<file path="src/strap_pkg.sv">
// Package for the serial register-access link: field widths and timing constants.
// Assumes both ends run on one system clock of 250 MHz.
package strap_pkg;
  localparam int ADDR_W    = 15;
  localparam int DATA_W    = 8;
  localparam int HDR_W     = 16;
  localparam int CNT_W     = 5;
  localparam int DIR_BIT   = 15;
  localparam logic DIR_WR  = 1'b1;
  localparam logic DIR_RD  = 1'b0;
  localparam logic [7:0] UNUSED_RD = 8'h00;
  localparam int SYS_CLK_PERIOD_PS = 4000;
  localparam int SCLK_PERIOD_NS    = 400;
  localparam int SCLK_HALF_CYC = (SCLK_PERIOD_NS * 1000) / (2 * SYS_CLK_PERIOD_PS);
  localparam int FIFO_DEPTH = 8;
  typedef enum logic [1:0] {
    STRAP_IDLE = 2'b00,
    STRAP_HDR  = 2'b01,
    STRAP_DATA = 2'b10
  } strap_phase_t;
  typedef enum logic [2:0] {
    STRAPH_IDLE  = 3'b000,
    STRAPH_SEL   = 3'b001,
    STRAPH_LOW   = 3'b010,
    STRAPH_HIGH  = 3'b011,
    STRAPH_DONE  = 3'b100
  } straph_state_t;
endpackage : strap_pkg

</file>
<file path="src/strap_if.sv">
// Four-wire serial link between controller and target.
// Assumes the bench resolves nothing: all wires are single-driver.
interface strap_if;
  logic sel_n;
  logic sclk;
  logic ctd;
  logic tcd;
  modport ctrl (output sel_n, output sclk, output ctd, input tcd);
  modport tgt  (input sel_n, input sclk, input ctd, output tcd);
endinterface : strap_if

</file>
<file path="src/strap_fifo.sv">
// Synchronous FIFO with valid/ready on both sides.
// Assumes one clock and asynchronous active-low reset.
module strap_fifo #(
  parameter int WIDTH = 8,
  parameter int DEPTH = 8
) (
  input  wire logic             i_sys_clk,
  input  wire logic             i_rst_n,
  input  wire logic             i_in_valid,
  output logic                  o_in_ready,
  input  wire logic [WIDTH-1:0] i_in_data,
  output logic                  o_out_valid,
  input  wire logic             i_out_ready,
  output logic [WIDTH-1:0]      o_out_data
);
  localparam int AW = (DEPTH > 1) ? $clog2(DEPTH) : 1;
  initial begin
    if (DEPTH < 2 || (DEPTH & (DEPTH - 1)) != 0) $error("strap_fifo: DEPTH must be a power of two >= 2");
  end
  logic [WIDTH-1:0] mem [DEPTH];
  logic [AW:0]      wr_ptr;
  logic [AW:0]      rd_ptr;
  wire              empty = (wr_ptr == rd_ptr);
  wire              full  = (wr_ptr[AW-1:0] == rd_ptr[AW-1:0]) && (wr_ptr[AW] != rd_ptr[AW]);
  wire              push  = i_in_valid && !full;
  wire              pop   = !empty && i_out_ready;
  assign o_in_ready  = !full;
  assign o_out_valid = !empty;
  assign o_out_data  = mem[rd_ptr[AW-1:0]];
  always_ff @(posedge i_sys_clk) begin
    if (push) begin
      mem[wr_ptr[AW-1:0]] <= i_in_data;
    end
  end
  always_ff @(posedge i_sys_clk or negedge i_rst_n) begin
    if (!i_rst_n) begin
      wr_ptr <= '0;
      rd_ptr <= '0;
    end else begin
      if (push) wr_ptr <= wr_ptr + 1'b1;
      if (pop)  rd_ptr <= rd_ptr + 1'b1;
    end
  end
endmodule : strap_fifo

</file>
<file path="src/strap_target.sv">
// Target end of the serial register-access link.
// Assumes the link pins are asynchronous to i_sys_clk and are synchronised here;
// the register store outside answers reads combinationally on o_rd_addr.
//
// Overview of operation
// RULE1: Write begins with direction bit one.
// RULE2: Fifteen-bit address, then eight-bit data byte.
// RULE3: All fields shifted most significant bit first.
// RULE4: Extra write bytes go to incremented addresses.
// RULE5: Read begins with direction bit zero.
// RULE6: First read bit driven by next falling edge.
// RULE7: Controller samples read bits on rising edges.
// RULE8: Controller ends read by raising select.
// RULE9: Continued clocking streams incremented read bytes.
// RULE10: Capture on rising, change on falling edges.
// RULE11: Select rising aborts, clears counter and state.
// RULE12: Ignore clock and data while deselected.
// RULE13: Unused reads give zero; unused writes ignored.
// RULE14: Header of sixteen bits, direction first bit.
module strap_target
  import strap_pkg::*;
#(
  parameter int DEPTH = strap_pkg::FIFO_DEPTH
) (
  input  wire logic                     i_sys_clk,
  input  wire logic                     i_rst_n,
  strap_if.tgt                          link,
  output logic                          o_wr_valid,
  input  wire logic                     i_wr_ready,
  output logic [strap_pkg::ADDR_W-1:0]  o_wr_addr,
  output logic [strap_pkg::DATA_W-1:0]  o_wr_data,
  output logic [strap_pkg::ADDR_W-1:0]  o_rd_addr,
  input  wire logic [strap_pkg::DATA_W-1:0] i_rd_data,
  input  wire logic                     i_rd_mapped,
  input  wire logic                     i_wr_mapped,
  output logic                          o_overrun
);
  import strap_pkg::*;
  localparam int FW = ADDR_W + DATA_W;
  initial begin
    if (DEPTH < 2) $error("strap_target: DEPTH too small");
  end

  // ==========================================================
  // Pin synchronisers
  logic [1:0] sel_s;
  logic [1:0] clk_s;
  logic [1:0] dat_s;
  logic       clk_d;
  always_ff @(posedge i_sys_clk or negedge i_rst_n) begin
    if (!i_rst_n) begin
      sel_s <= 2'h3;
      clk_s <= 2'h3;
      dat_s <= 2'h0;
      clk_d <= 1'b1;
    end else begin
      sel_s <= {sel_s[0], link.sel_n};
      clk_s <= {clk_s[0], link.sclk};
      dat_s <= {dat_s[0], link.ctd};
      clk_d <= clk_s[1];
    end
  end
  wire selected = !sel_s[1];
  wire rise     = selected && clk_s[1] && !clk_d;   // RULE10 RULE12
  wire fall     = selected && !clk_s[1] && clk_d;   // RULE10 RULE12
  wire mosi     = dat_s[1];

  // ==========================================================
  // Shift engine
  strap_phase_t        phase;
  strap_phase_t        next_phase;
  logic [CNT_W-1:0]    next_cnt;
  logic [HDR_W-1:0]    hdr;
  logic [CNT_W-1:0]    cnt;
  logic                dir_wr;
  logic [ADDR_W-1:0]   addr;
  logic [DATA_W-1:0]   wsh;
  logic [DATA_W-1:0]   rsh;
  logic                miso;
  logic                load_pend;
  logic                overrun;
  logic                fifo_ready;
  logic                fifo_valid;
  logic [FW-1:0]       fifo_out;

  // ==========================================================
  // Decoding
  function automatic logic [DATA_W-1:0] shift_byte(input logic [DATA_W-1:0] v, input logic b);
    shift_byte = {v[DATA_W-2:0], b};
  endfunction : shift_byte

  wire [HDR_W-1:0]  hdr_next  = {hdr[HDR_W-2:0], mosi};              // RULE3
  wire              in_hdr    = (phase == STRAP_HDR);
  wire              in_data   = (phase == STRAP_DATA);
  wire              hdr_done  = in_hdr && rise && (cnt == CNT_W'(HDR_W - 1));
  wire              byte_done = in_data && rise && (cnt == CNT_W'(DATA_W - 1));
  wire              hdr_is_rd = (hdr_next[DIR_BIT] == DIR_RD);        // RULE14
  wire [DATA_W-1:0] wbyte     = shift_byte(wsh, mosi);                // RULE3
  wire              push      = byte_done && dir_wr && i_wr_mapped;   // RULE13
  wire [DATA_W-1:0] rd_val    = i_rd_mapped ? i_rd_data : UNUSED_RD;  // RULE13
  wire              rd_shift  = in_data && fall && !dir_wr;           // RULE6

  assign o_rd_addr = addr;

  // ==========================================================
  // Frame phase and bit counter
  always_comb begin
    next_phase = phase;
    next_cnt   = cnt;
    case (phase)
      STRAP_IDLE: begin
        next_phase = STRAP_HDR;
        next_cnt   = '0;
      end
      STRAP_HDR: begin
        if (hdr_done) begin
          next_phase = STRAP_DATA;
          next_cnt   = '0;
        end else if (rise) begin
          next_cnt = cnt + 1'b1;
        end
      end
      STRAP_DATA: begin
        if (byte_done) begin
          next_cnt = '0;
        end else if (rise) begin
          next_cnt = cnt + 1'b1;
        end
      end
      default: begin
        next_phase = STRAP_IDLE;
        next_cnt   = '0;
      end
    endcase
  end

  always_ff @(posedge i_sys_clk or negedge i_rst_n) begin
    if (!i_rst_n) begin
      phase <= STRAP_IDLE;
      cnt   <= '0;
    end else if (!selected) begin
      phase <= STRAP_IDLE;                             // RULE11
      cnt   <= '0;                                     // RULE11
    end else begin
      phase <= next_phase;
      cnt   <= next_cnt;
    end
  end

  // ==========================================================
  // Header capture and address counter
  always_ff @(posedge i_sys_clk or negedge i_rst_n) begin
    if (!i_rst_n) begin
      hdr    <= '0;
      dir_wr <= 1'b0;
      addr   <= '0;
    end else begin
      if (in_hdr && rise) begin
        hdr <= hdr_next;
      end
      if (hdr_done) begin
        dir_wr <= !hdr_is_rd;                          // RULE14 RULE1 RULE5
        addr   <= hdr_next[ADDR_W-1:0];                // RULE2
      end else if (byte_done) begin
        addr   <= addr + 1'b1;                         // RULE4 RULE9
      end
    end
  end

  // ==========================================================
  // Write byte shifter
  always_ff @(posedge i_sys_clk or negedge i_rst_n) begin
    if (!i_rst_n) begin
      wsh <= '0;
    end else if (in_data && rise) begin
      wsh <= wbyte;
    end
  end

  // ==========================================================
  // Read fetch and serial output
  always_ff @(posedge i_sys_clk or negedge i_rst_n) begin
    if (!i_rst_n) begin
      load_pend <= 1'b0;
      rsh       <= '0;
      miso      <= 1'b0;
    end else if (!selected) begin
      load_pend <= 1'b0;
      miso      <= 1'b0;
    end else begin
      if (hdr_done) begin
        load_pend <= hdr_is_rd;                        // RULE6
      end else if (byte_done && !dir_wr) begin
        load_pend <= 1'b1;                             // RULE9
      end else if (in_data) begin
        load_pend <= 1'b0;
      end
      if (in_data && load_pend) begin
        rsh <= rd_val;                                 // RULE6
      end else if (rd_shift) begin
        rsh <= shift_byte(rsh, 1'b0);                  // RULE3
      end
      if (in_hdr && fall) begin
        miso <= hdr[HDR_W-1];                          // Previous frame's header mirrored back
      end else if (rd_shift) begin
        miso <= rsh[DATA_W-1];                         // RULE6 RULE3
      end
    end
  end

  // ==========================================================
  // Lost write bytes, held until reset
  always_ff @(posedge i_sys_clk or negedge i_rst_n) begin
    if (!i_rst_n) begin
      overrun <= 1'b0;
    end else if (push && !fifo_ready) begin
      overrun <= 1'b1;
    end
  end
  assign link.tcd  = miso;
  assign o_overrun = overrun;

  // ==========================================================
  // Write buffer
  strap_fifo #(.WIDTH(FW), .DEPTH(DEPTH)) u_fifo (
    .i_sys_clk   (i_sys_clk),
    .i_rst_n     (i_rst_n),
    .i_in_valid  (push),
    .o_in_ready  (fifo_ready),
    .i_in_data   ({addr, wbyte}),                  // RULE2 RULE4
    .o_out_valid (fifo_valid),
    .i_out_ready (i_wr_ready),
    .o_out_data  (fifo_out)
  );
  assign o_wr_valid = fifo_valid;
  assign o_wr_addr  = fifo_out[FW-1:DATA_W];
  assign o_wr_data  = fifo_out[DATA_W-1:0];
endmodule : strap_target

</file>
<file path="src/flat_wrapper.sv">
// flat-port wrapper written by rule: the top's interface ports become plain ports
module strap_target_flat import strap_pkg::*;
#(
  parameter int DEPTH = strap_pkg::FIFO_DEPTH
)
  (i_sys_clk, i_rst_n, o_wr_valid, i_wr_ready, o_wr_addr, o_wr_data, o_rd_addr, i_rd_data, i_rd_mapped, i_wr_mapped, o_overrun, link_sel_n, link_sclk, link_ctd, link_tcd);
  strap_if link_i ();
  input  wire logic i_sys_clk;
  input  wire logic i_rst_n;
  output logic o_wr_valid;
  input  wire logic i_wr_ready;
  output logic [strap_pkg::ADDR_W-1:0] o_wr_addr;
  output logic [strap_pkg::DATA_W-1:0] o_wr_data;
  output logic [strap_pkg::ADDR_W-1:0] o_rd_addr;
  input  wire logic [strap_pkg::DATA_W-1:0] i_rd_data;
  input  wire logic i_rd_mapped;
  input  wire logic i_wr_mapped;
  output logic o_overrun;
  input wire logic [$bits(link_i.sel_n)-1:0] link_sel_n;
  input wire logic [$bits(link_i.sclk)-1:0] link_sclk;
  input wire logic [$bits(link_i.ctd)-1:0] link_ctd;
  output wire logic [$bits(link_i.tcd)-1:0] link_tcd;
  assign link_i.sel_n = link_sel_n;
  assign link_i.sclk = link_sclk;
  assign link_i.ctd = link_ctd;
  assign link_tcd = link_i.tcd;
  strap_target #(.DEPTH(DEPTH)) u_core (.i_sys_clk(i_sys_clk), .i_rst_n(i_rst_n), .link(link_i), .o_wr_valid(o_wr_valid), .i_wr_ready(i_wr_ready), .o_wr_addr(o_wr_addr), .o_wr_data(o_wr_data), .o_rd_addr(o_rd_addr), .i_rd_data(i_rd_data), .i_rd_mapped(i_rd_mapped), .i_wr_mapped(i_wr_mapped), .o_overrun(o_overrun));
endmodule
</file>
<file path="config.mk">
export PLATFORM = sky130hd
export DESIGN_NAME = strap_target_flat
export DESIGN_NICKNAME = d
export VERILOG_FILES = /design/src/strap_pkg.sv /design/src/strap_if.sv /design/src/strap_fifo.sv /design/src/strap_target.sv /design/src/flat_wrapper.sv
export SDC_FILE = /design/constraint.sdc
export NUM_CORES = 1
export LEC_CHECK = 0
export ABC_CLOCK_PERIOD_IN_PS = 5400
export BUFFER_PORTS_ARGS = -buffer_cell sky130_fd_sc_hd__buf_2
export CELL_PAD_IN_SITES_DETAIL_PLACEMENT = 1
export CELL_PAD_IN_SITES_GLOBAL_PLACEMENT = 1
export CORE_UTILIZATION = 52
export DETAILED_ROUTE_END_ITERATION = 12
export GPL_TIMING_DRIVEN = 0
export PLACE_DENSITY_LB_ADDON = 0.1
export SYNTH_ARGS = -nofsm -noshare
export SYNTH_HDL_FRONTEND = slang
export SYNTH_HIERARCHICAL = 1
export SYNTH_SLANG_ARGS = --single-unit
</file>
<file path="constraint.sdc">
create_clock -name i_sys_clk -period 5.4 [get_ports i_sys_clk]
set_clock_uncertainty 0.2 [all_clocks]
set_input_delay 1.08 -clock i_sys_clk [delete_from_list [all_inputs] [get_ports i_sys_clk]]
set_output_delay 1.08 -clock i_sys_clk [all_outputs]
set_load 0.05 [all_outputs]
</file>
==> impl_metrics.json, run 1 <==
{
  "min_path_type": "reg -> reg",
  "final_core_util_pct": 61.59,
  "met2_usage_pct": 41.47,
  "drive_above_1_share_pct": 31.99,
  "cp.required_ns": 4.12,
  "cts_hold_buffers": 0,
  "path_clk_slew_ns": 0.06,
  "cp-start-kind": "flip-flop",
  "dieArea_um2": 20650,
  "cts_made_buffers": 27,
  "setup_ws_ns": 1.386,
  "slew_violations": 0,
  "outcome": "finished, final reports clean",
  "nNetsFinal": 723,
  "holdWs_ns": 0.1565,
  "antenna_found_initial": 0,
  "max_slew_margin_pct": 13.17,
  "grt_setup_unrepaired": "no",
  "fin_tns_setup_ns": 0,
  "fillCellCount": 1792,
  "start_util_pct": 53.30,
  "ant_nets": 0,
  "netlist_top_cells_area": "edfxtp_1 53%, dfrtp_1 16%, mux4_2 9.9%, mux2_2 3.9%, nand2_1 1.5%",
  "htreeDepth": 1,
  "post_cts_buffers": 0,
  "crit_start": "u_core/u_fifo/rd_ptr[1]",
  "vdd_ir_drop_max_v": 0.0002235,
  "syn_inst": 604,
  "leakage_uw": 0.004841,
  "grt_max_degree": 69,
  "cp_cell_sequence": "clkbuf_1 > buf_2 > buf_2 > mux4_2 > mux2_2 > buf_2",
  "drt_iter0_markers": 347,
  "yosysWarnings": 6,
  "root_buffer": "clkbuf_16",
  "die_x_um": 143.7,
  "clock_sinks": 256,
  "top_usage_layer": "met2",
  "clk_latency_ns": 0.53,
  "layout_commonest_cell": "edfxtp_1",
  "synth.cell_area_um2": 10440,
  "dr.pass1.iters": 4,
  "critPathKind": "reg -> out",
  "cp_common_cell": "buf_2",
  "port-buffer-count": 55,
  "setup_viol": 0,
  "grt_pass1_wl_mm": 35.13,
  "netlist-cell-type-count": 50,
  "synth_edf_count": 184,
  "worst_r2r_startpoint": "u_core/phase[0]",
  "drc": 0,
  "cp_slowest_stage_delay_ns": 0.39,
  "p_per_area_nw_per_um2": 333.9,
  "vias": 5649,
  "seq_area_frac_synth_pct": 70.23,
  "synth_area_leader_cell": "edfxtp_1",
  "final_cells": 984,
  "grt_pass1_vias": 6161,
  "period_share_pct": 74.33,
  "min_from": "u_core/dat_s[0]",
  "met3_usage_pct": 3.565,
  "routed_via_density": 5.741,
  "tightest_slew_ns": 1.291,
  "io_pins": 57,
  "syn_area_per_cell_um2": 17.29,
  "max_cap_viol_count": 0,
  "fp.dieH_um": 143.7,
  "hpwl_mm": 15.03,
  "timing_hold_violations_final": 0,
  "cts_tree": "built",
  "area_growth_pct": 15.55,
  "core_area_um2": 19590,
  "wl_mm": 22.71,
  "pre_cts_slack_ns": 1.664,
  "mostFrequentLayoutCells": "184 x edfxtp_1, 68 x buf_2, 67 x dfrtp_1",
  "rows": 51,
  "ctsResizeCount": 0,
  "grt.overflow.total": 0,
  "async_reset_ff_share_pct": 28.13,
  "crit_path_top_delay_cell": "buf_2",
  "end_kind": "output pin",
  "track_usage_pct": 23.26,
  "max_freq_mhz": 249.1,
  "post_drt_wl_per_cell_um": 23.08,
  "finalCriticalPeriod_ns": 4.014,
  "critPathMaxFanout": 10,
  "diodes": 0,
  "use_met1_pct": 29.99,
  "synth_top_area_share_pct": 52.92,
  "cts_buffer_depth": 3,
  "place.gp.congestion": 0.8297,
  "syn-num-nets": 629,
  "synth_flop_cell": "edfxtp_1",
  "synth-seq-cells": 256,
  "dp.cells": 934,
  "worstPathArrival_ns": 2.73
}
-- area by class of cell --
cell class                 instances  area (um2)  area share, %
timing repair buffer              65       402.9          3.339
sequential                       256        7333          60.78
inverter                          10       37.54         0.3111
tap                              265       331.6          2.748
clock inverter                     9       51.30         0.4252
buffer                            29       167.7          1.390
multi-input combinational        309        2962          24.55
clock buffer                      41       779.5          6.461
-- state kept, by name, indices dropped and copies added, names as in the netlist --
| register | count |
|---|---|
| u_core/clk_d | 1 |
| u_core/clk_s | 2 |
| u_core/cnt | 5 |
| u_core/dat_s | 2 |
| u_core/dir_wr | 1 |
| u_core/hdr | 16 |
| u_core/link.tcd | 1 |
| u_core/load_pend | 1 |
| u_core/o_overrun | 1 |
| u_core/o_rd_addr | 15 |
| u_core/phase | 2 |
| u_core/rsh | 8 |
| u_core/sel_s | 2 |
| u_core/u_fifo/mem | 184 |
| u_core/u_fifo/rd_ptr | 4 |
| u_core/u_fifo/wr_ptr | 4 |
| u_core/wsh | 7 |
-- cell families (layout without fill, tap and decap cells) --
family          Yosys count  count (layout)  share of synthesized area [%]
xor+xnor                 21              21                          1.762
flops                   256             256                          70.23
buf+inv                  39             154                          1.965
simple gates            135             135                          6.507
compound gates           52              52                          3.355
fa+ha+maj                 9               9                          1.079
mux                      92              92                          15.10
-- Yosys cell counts (3+ instances only) --
cell	instances
a211oi_1	3
a21oi_1	10
a31oi_1	15
and2_1	6
and3_1	4
buf_2	14
clkbuf_1	8
dfrtp_1	67
dfstp_2	5
edfxtp_1	184
ha_1	9
inv_1	10
mux2_2	36
mux2_4	7
mux2i_1	3
mux4_2	46
nand2_1	42
nand3_1	11
nand4_1	10
nor2_1	34
nor3_1	4
o21ai_0	11
or3_1	7
xnor2_1	9
xor2_1	12
-- per-layer routing --
layer	up-vias	wire length, um
met5	-	0
met4	0	320
met3	29	995
met2	120	11940
met1	2953	9451
li1	2547	-
-- critical path: cells and delay by family (launching register included) --
family / cells / cell delay (ns)
buffers and inverters: 4 / 1.19
multiplexers: 2 / 0.66
flip-flops: 1 / 0.36
-- path summary, 6_finish.rpt --
| path | depth (start not counted) | slack (ns) | endpoint |
|---|---|---|---|
| worst max-delay path | 6 | 1.39 | o_wr_addr[5] |
| worst min-delay path | 0 | 0.16 | u_core/dat_s[1] |
| worst max register to register | 10 | 1.67 | u_core/u_fifo/mem[2][14] |
| worst min register to register | 0 | 0.16 | u_core/dat_s[1] |
| max in group asynchronous | 2 | 4.24 | u_core/clk_s[0] |
| min in group asynchronous | 1 | 0.17 | u_core/u_fifo/rd_ptr[3] |
-- through the flow --
stage                     total power [uW]  area [um2]
after detailed placement              2338       11230
after global placement                2320       11050
after CTS                             4074       12070
final                                 4028       12070
after floorplan                       2282       10440
after global routing                  4158       12070
-- where the power goes --
group | switching (uW) | total (uW) | internal (uW)
registers | 35.8 | 2170 | 2140
clock network | 734 | 1730 | 996
logic | 76.0 | 126 | 49.7
No activity file was read; power rests on OpenSTA's default activity.
==> run 2: changes to the inputs <==
--- a/config.mk
+++ b/config.mk
@@ -5,11 +5,12 @@
 export SDC_FILE = /design/constraint.sdc
 export NUM_CORES = 1
 export LEC_CHECK = 0
-export ABC_CLOCK_PERIOD_IN_PS = 5400
+export ABC_AREA = 1
+export ABC_CLOCK_PERIOD_IN_PS = 3650
 export BUFFER_PORTS_ARGS = -buffer_cell sky130_fd_sc_hd__buf_2
 export CELL_PAD_IN_SITES_DETAIL_PLACEMENT = 1
 export CELL_PAD_IN_SITES_GLOBAL_PLACEMENT = 1
-export CORE_UTILIZATION = 52
+export CORE_UTILIZATION = 44
 export DETAILED_ROUTE_END_ITERATION = 12
 export GPL_TIMING_DRIVEN = 0
 export PLACE_DENSITY_LB_ADDON = 0.1
==> constraint.sdc (replaced) <==
create_clock -name i_sys_clk -period 3.65 [get_ports i_sys_clk]
set_clock_uncertainty 0.2 [all_clocks]
set_input_delay 0.73 -clock i_sys_clk [delete_from_list [all_inputs] [get_ports i_sys_clk]]
set_output_delay 0.73 -clock i_sys_clk [all_outputs]
set_load 0.05 [all_outputs]
==> run 2 against run 1 <==
Net effect:
- clock power grew 55%
- total power grew 55%
- highest routed layer unchanged
- final area grew 4.1%
- critical path type unchanged
==> impl_metrics.json, run 2 <==
{
  "hold_path_end": "u_core/sel_s[0]",
  "critPathMaxFanout": 10,
  "setup_ws_ns": 0.1176,
  "max_freq_mhz": 283.1,
  "p_per_area_nw_per_um2": 497.2,
  "setup_viol": 0,
  "root_buffer": "clkbuf_16",
  "netlist-cell-type-count": 39,
  "syn_area_per_cell_um2": 11.00,
  "synth_area_leader_cell": "edfxtp_1",
  "path_clk_slew_ns": 0.06,
  "nNetsFinal": 1101,
  "cp-start-kind": "flip-flop",
  "wl_mm": 28.71,
  "cts_made_buffers": 27,
  "htreeDepth": 1,
  "drt_iter0_markers": 506,
  "dpl_cell_area_um2": 11690,
  "synth_top_area_share_pct": 50.99,
  "final_cells": 1419,
  "fin_tns_setup_ns": 0,
  "antenna_found_initial": 0,
  "grt_max_degree": 64,
  "grt_setup_unrepaired": "no",
  "timing_hold_violations_final": 0,
  "post_drt_wl_per_cell_um": 20.23,
  "crit_buf_inv": 4,
  "hpwl_mm": 18.69,
  "cp_slowest_stage_delay_ns": 0.47,
  "max_slew_margin_pct": 38.40,
  "area_growth_pct": 15.95,
  "worstHoldPathCells": 1,
  "cp_common_cell": "nand2_1",
  "dieArea_um2": 25260,
  "start_util_pct": 44.69,
  "grt.overflow.total": 0,
  "seq_area_frac_synth_pct": 67.67,
  "tightest_slew_ns": 0.9218,
  "synth_flop_cell": "edfxtp_1",
  "dp.cells": 1370,
  "worstReg2RegEnd": "u_core/u_fifo/mem[2][2]",
  "crit_path_top_delay_cell": "dfrtp_1",
  "fp.dieH_um": 158.9,
  "port-buffer-count": 56,
  "die_x_um": 158.9,
  "io_pins": 57,
  "dr.pass1.iters": 5,
  "clk_latency_ns": 0.52,
  "cts_buffer_depth": 3,
  "max_cap_viol_count": 0,
  "mostFrequentLayoutCells": "245 x nand2_1, 184 x edfxtp_1, 125 x nor2_1",
  "async_reset_ff_share_pct": 28.13,
  "pre_cts_slack_ns": 0.06936,
  "finalCriticalPeriod_ns": 3.532,
  "vdd_ir_drop_max_v": 0.0003840,
  "r2r_setup_slack_ns": 0.32,
  "vias": 7532,
  "critPathKind": "reg -> out",
  "end_kind": "output pin",
  "track_usage_pct": 23.17,
  "multi_input_area_um2": 3161,
  "syn-num-nets": 1010,
  "cts_tree": "built",
  "final-seq-area_um2": 7333,
  "period_share_pct": 96.78,
  "crit_family": "buffers and inverters",
  "yosysWarnings": 6,
  "synth.cell_area_um2": 10840,
  "worstPathArrival_ns": 2.60,
  "min_from": "link_sel_n",
  "switching_share_pct": 21.17,
  "netlist_top_cells_count": "245 x nand2_1, 184 x edfxtp_1, 132 x nor2_1",
  "rows": 57,
  "cp_cell_sequence": "inv_2 > buf_4 > clkbuf_1 > o21ai_0 > o22ai_1 > nand2_1 > nand2_1 > buf_2",
  "min_path_type": "in -> reg",
  "syn_inst": 985,
  "synth-seq-cells": 256,
  "ff2ff_path_depth": 9,
  "place.gp.congestion": 0.7913,
  "diodes": 0,
  "fillCellCount": 2635,
  "drive_above_1_share_pct": 14.70,
  "cp.required_ns": 2.72,
  "seqPwrFrac_pct": 52.9,
  "layout_commonest_cell": "nand2_1",
  "grt_pass1_wl_mm": 45.01,
  "combPwrFrac_pct": 4.2,
  "leakage_uw": 0.005272,
  "internal_power_uw": 4925,
  "worst_r2r_startpoint": "u_core/phase[0]",
  "routed_via_density": 5.308,
  "core_area_um2": 24250,
  "p_sw_uw": 1323,
  "outcome": "finished, final reports clean",
  "netlist_top_cells_area": "edfxtp_1 51%, dfrtp_1 15%, nand2_1 8.5%, nor2_1 4.6%, o21ai_0 3.6%",
  "power_uw": 6247,
  "synth_edf_count": 184,
  "grt_pass1_vias": 7934,
  "design_area_um2": 12560,
  "clock_power_share_pct": 42.9,
  "post_cts_buffers": 0,
  "drc": 0,
  "clock_sinks": 256,
  "slew_violations": 0,
  "largest_register_ffs": 184,
  "ant_nets": 0,
  "yosysMostFrequentCell": "nand2_1"
}
run 2: worst max path at each step:
stage | start | to | slack, ns | cells past startpoint
6_report | u_core/u_fifo/rd_ptr[1] | o_wr_addr[5] | 0.12 | 8
5_1_grt | u_core/u_fifo/rd_ptr[1] | o_wr_addr[5] | 0.004 | 8
4_1_cts | u_core/phase[0] | u_core/u_fifo/mem[7][7] | 0.04 | 11
3_5_place_dp | u_core/phase[0] | u_core/u_fifo/mem[7][8] | 0.07 | 11
3_3_place_gp | u_core/phase[0] | u_core/u_fifo/mem[3][6] | -0.94 | 9
2_1_floorplan | u_core/phase[0] | u_core/u_fifo/mem[2][0] | 0.47 | 9
run 2: layout make-up:
cell class,instances,share of cell area [%]
repair buffers,62,3.266
inverters,43,1.314
multi-input cells,643,25.15
clock buffers,38,5.865
flip-flops and latches,256,58.36
well taps,324,3.226
plain buffers,43,1.832
clock inverters,10,0.9759
run 2: power groups by stage:
stage               Clock [uW]  Sequential (uW)  Combinational [uW]
floorplan                    0             3330                 186
global placement             0             3360                 249
detailed placement           0             3360                 265
CTS                       2730             3310                 267
global route              2850             3320                 305
finish                    2680             3310                 263
run 2: worst register-to-register path: stages, from the launching register on:
cell and delay, ns:
dfrtp_1 0.41, inv_1 0.10, ha_1 0.14, buf_4 0.15, inv_1 0.12, nor2_8 0.23
nand2_4 0.15, nor2_1 0.43, nand3_2 0.28, nor2_4 0.74
run 2: routing by layer:
metal / up-vias / routed length (um) / global-route usage, %
li1: 3587 / - / -
met4: 0 / 416 / 4.939
met3: 30 / 1343 / 3.100
met2: 159 / 14080 / 39.49
met5: - / 0 / 0
met1: 3756 / 12870 / 31.82
run 2: cell families after synthesis:
logic type | count (synthesis) | synth area share [%]
adder cells (fa/ha/maj) | 9 | 1.039
flip-flops | 256 | 67.67
AND/OR/NAND/NOR | 445 | 17.75
multiplexers | 1 | 0.09237
AO/OA/AOI/OAI | 178 | 9.041
buffers and inverters | 86 | 3.602
XOR/XNOR | 10 | 0.8083
run 2: metrics by stage:
stage | util (%) | hold slack, ns
2_1_floorplan | - | 0.1312
3_3_place_gp | 47.52 | 0.1330
3_5_place_dp | 48.19 | 0.1373
4_1_cts | 51.78 | 0.09027
5_1_grt | 51.82 | 0.08983
6_report | 51.82 | 0.1078
run 2: timing repair:
item	4_1_cts	5_1_grt
endpoints found under the setup margin	0	27
hold buffers	1	0
gates resized for setup	0	4
endpoints found under the hold margin	9	0
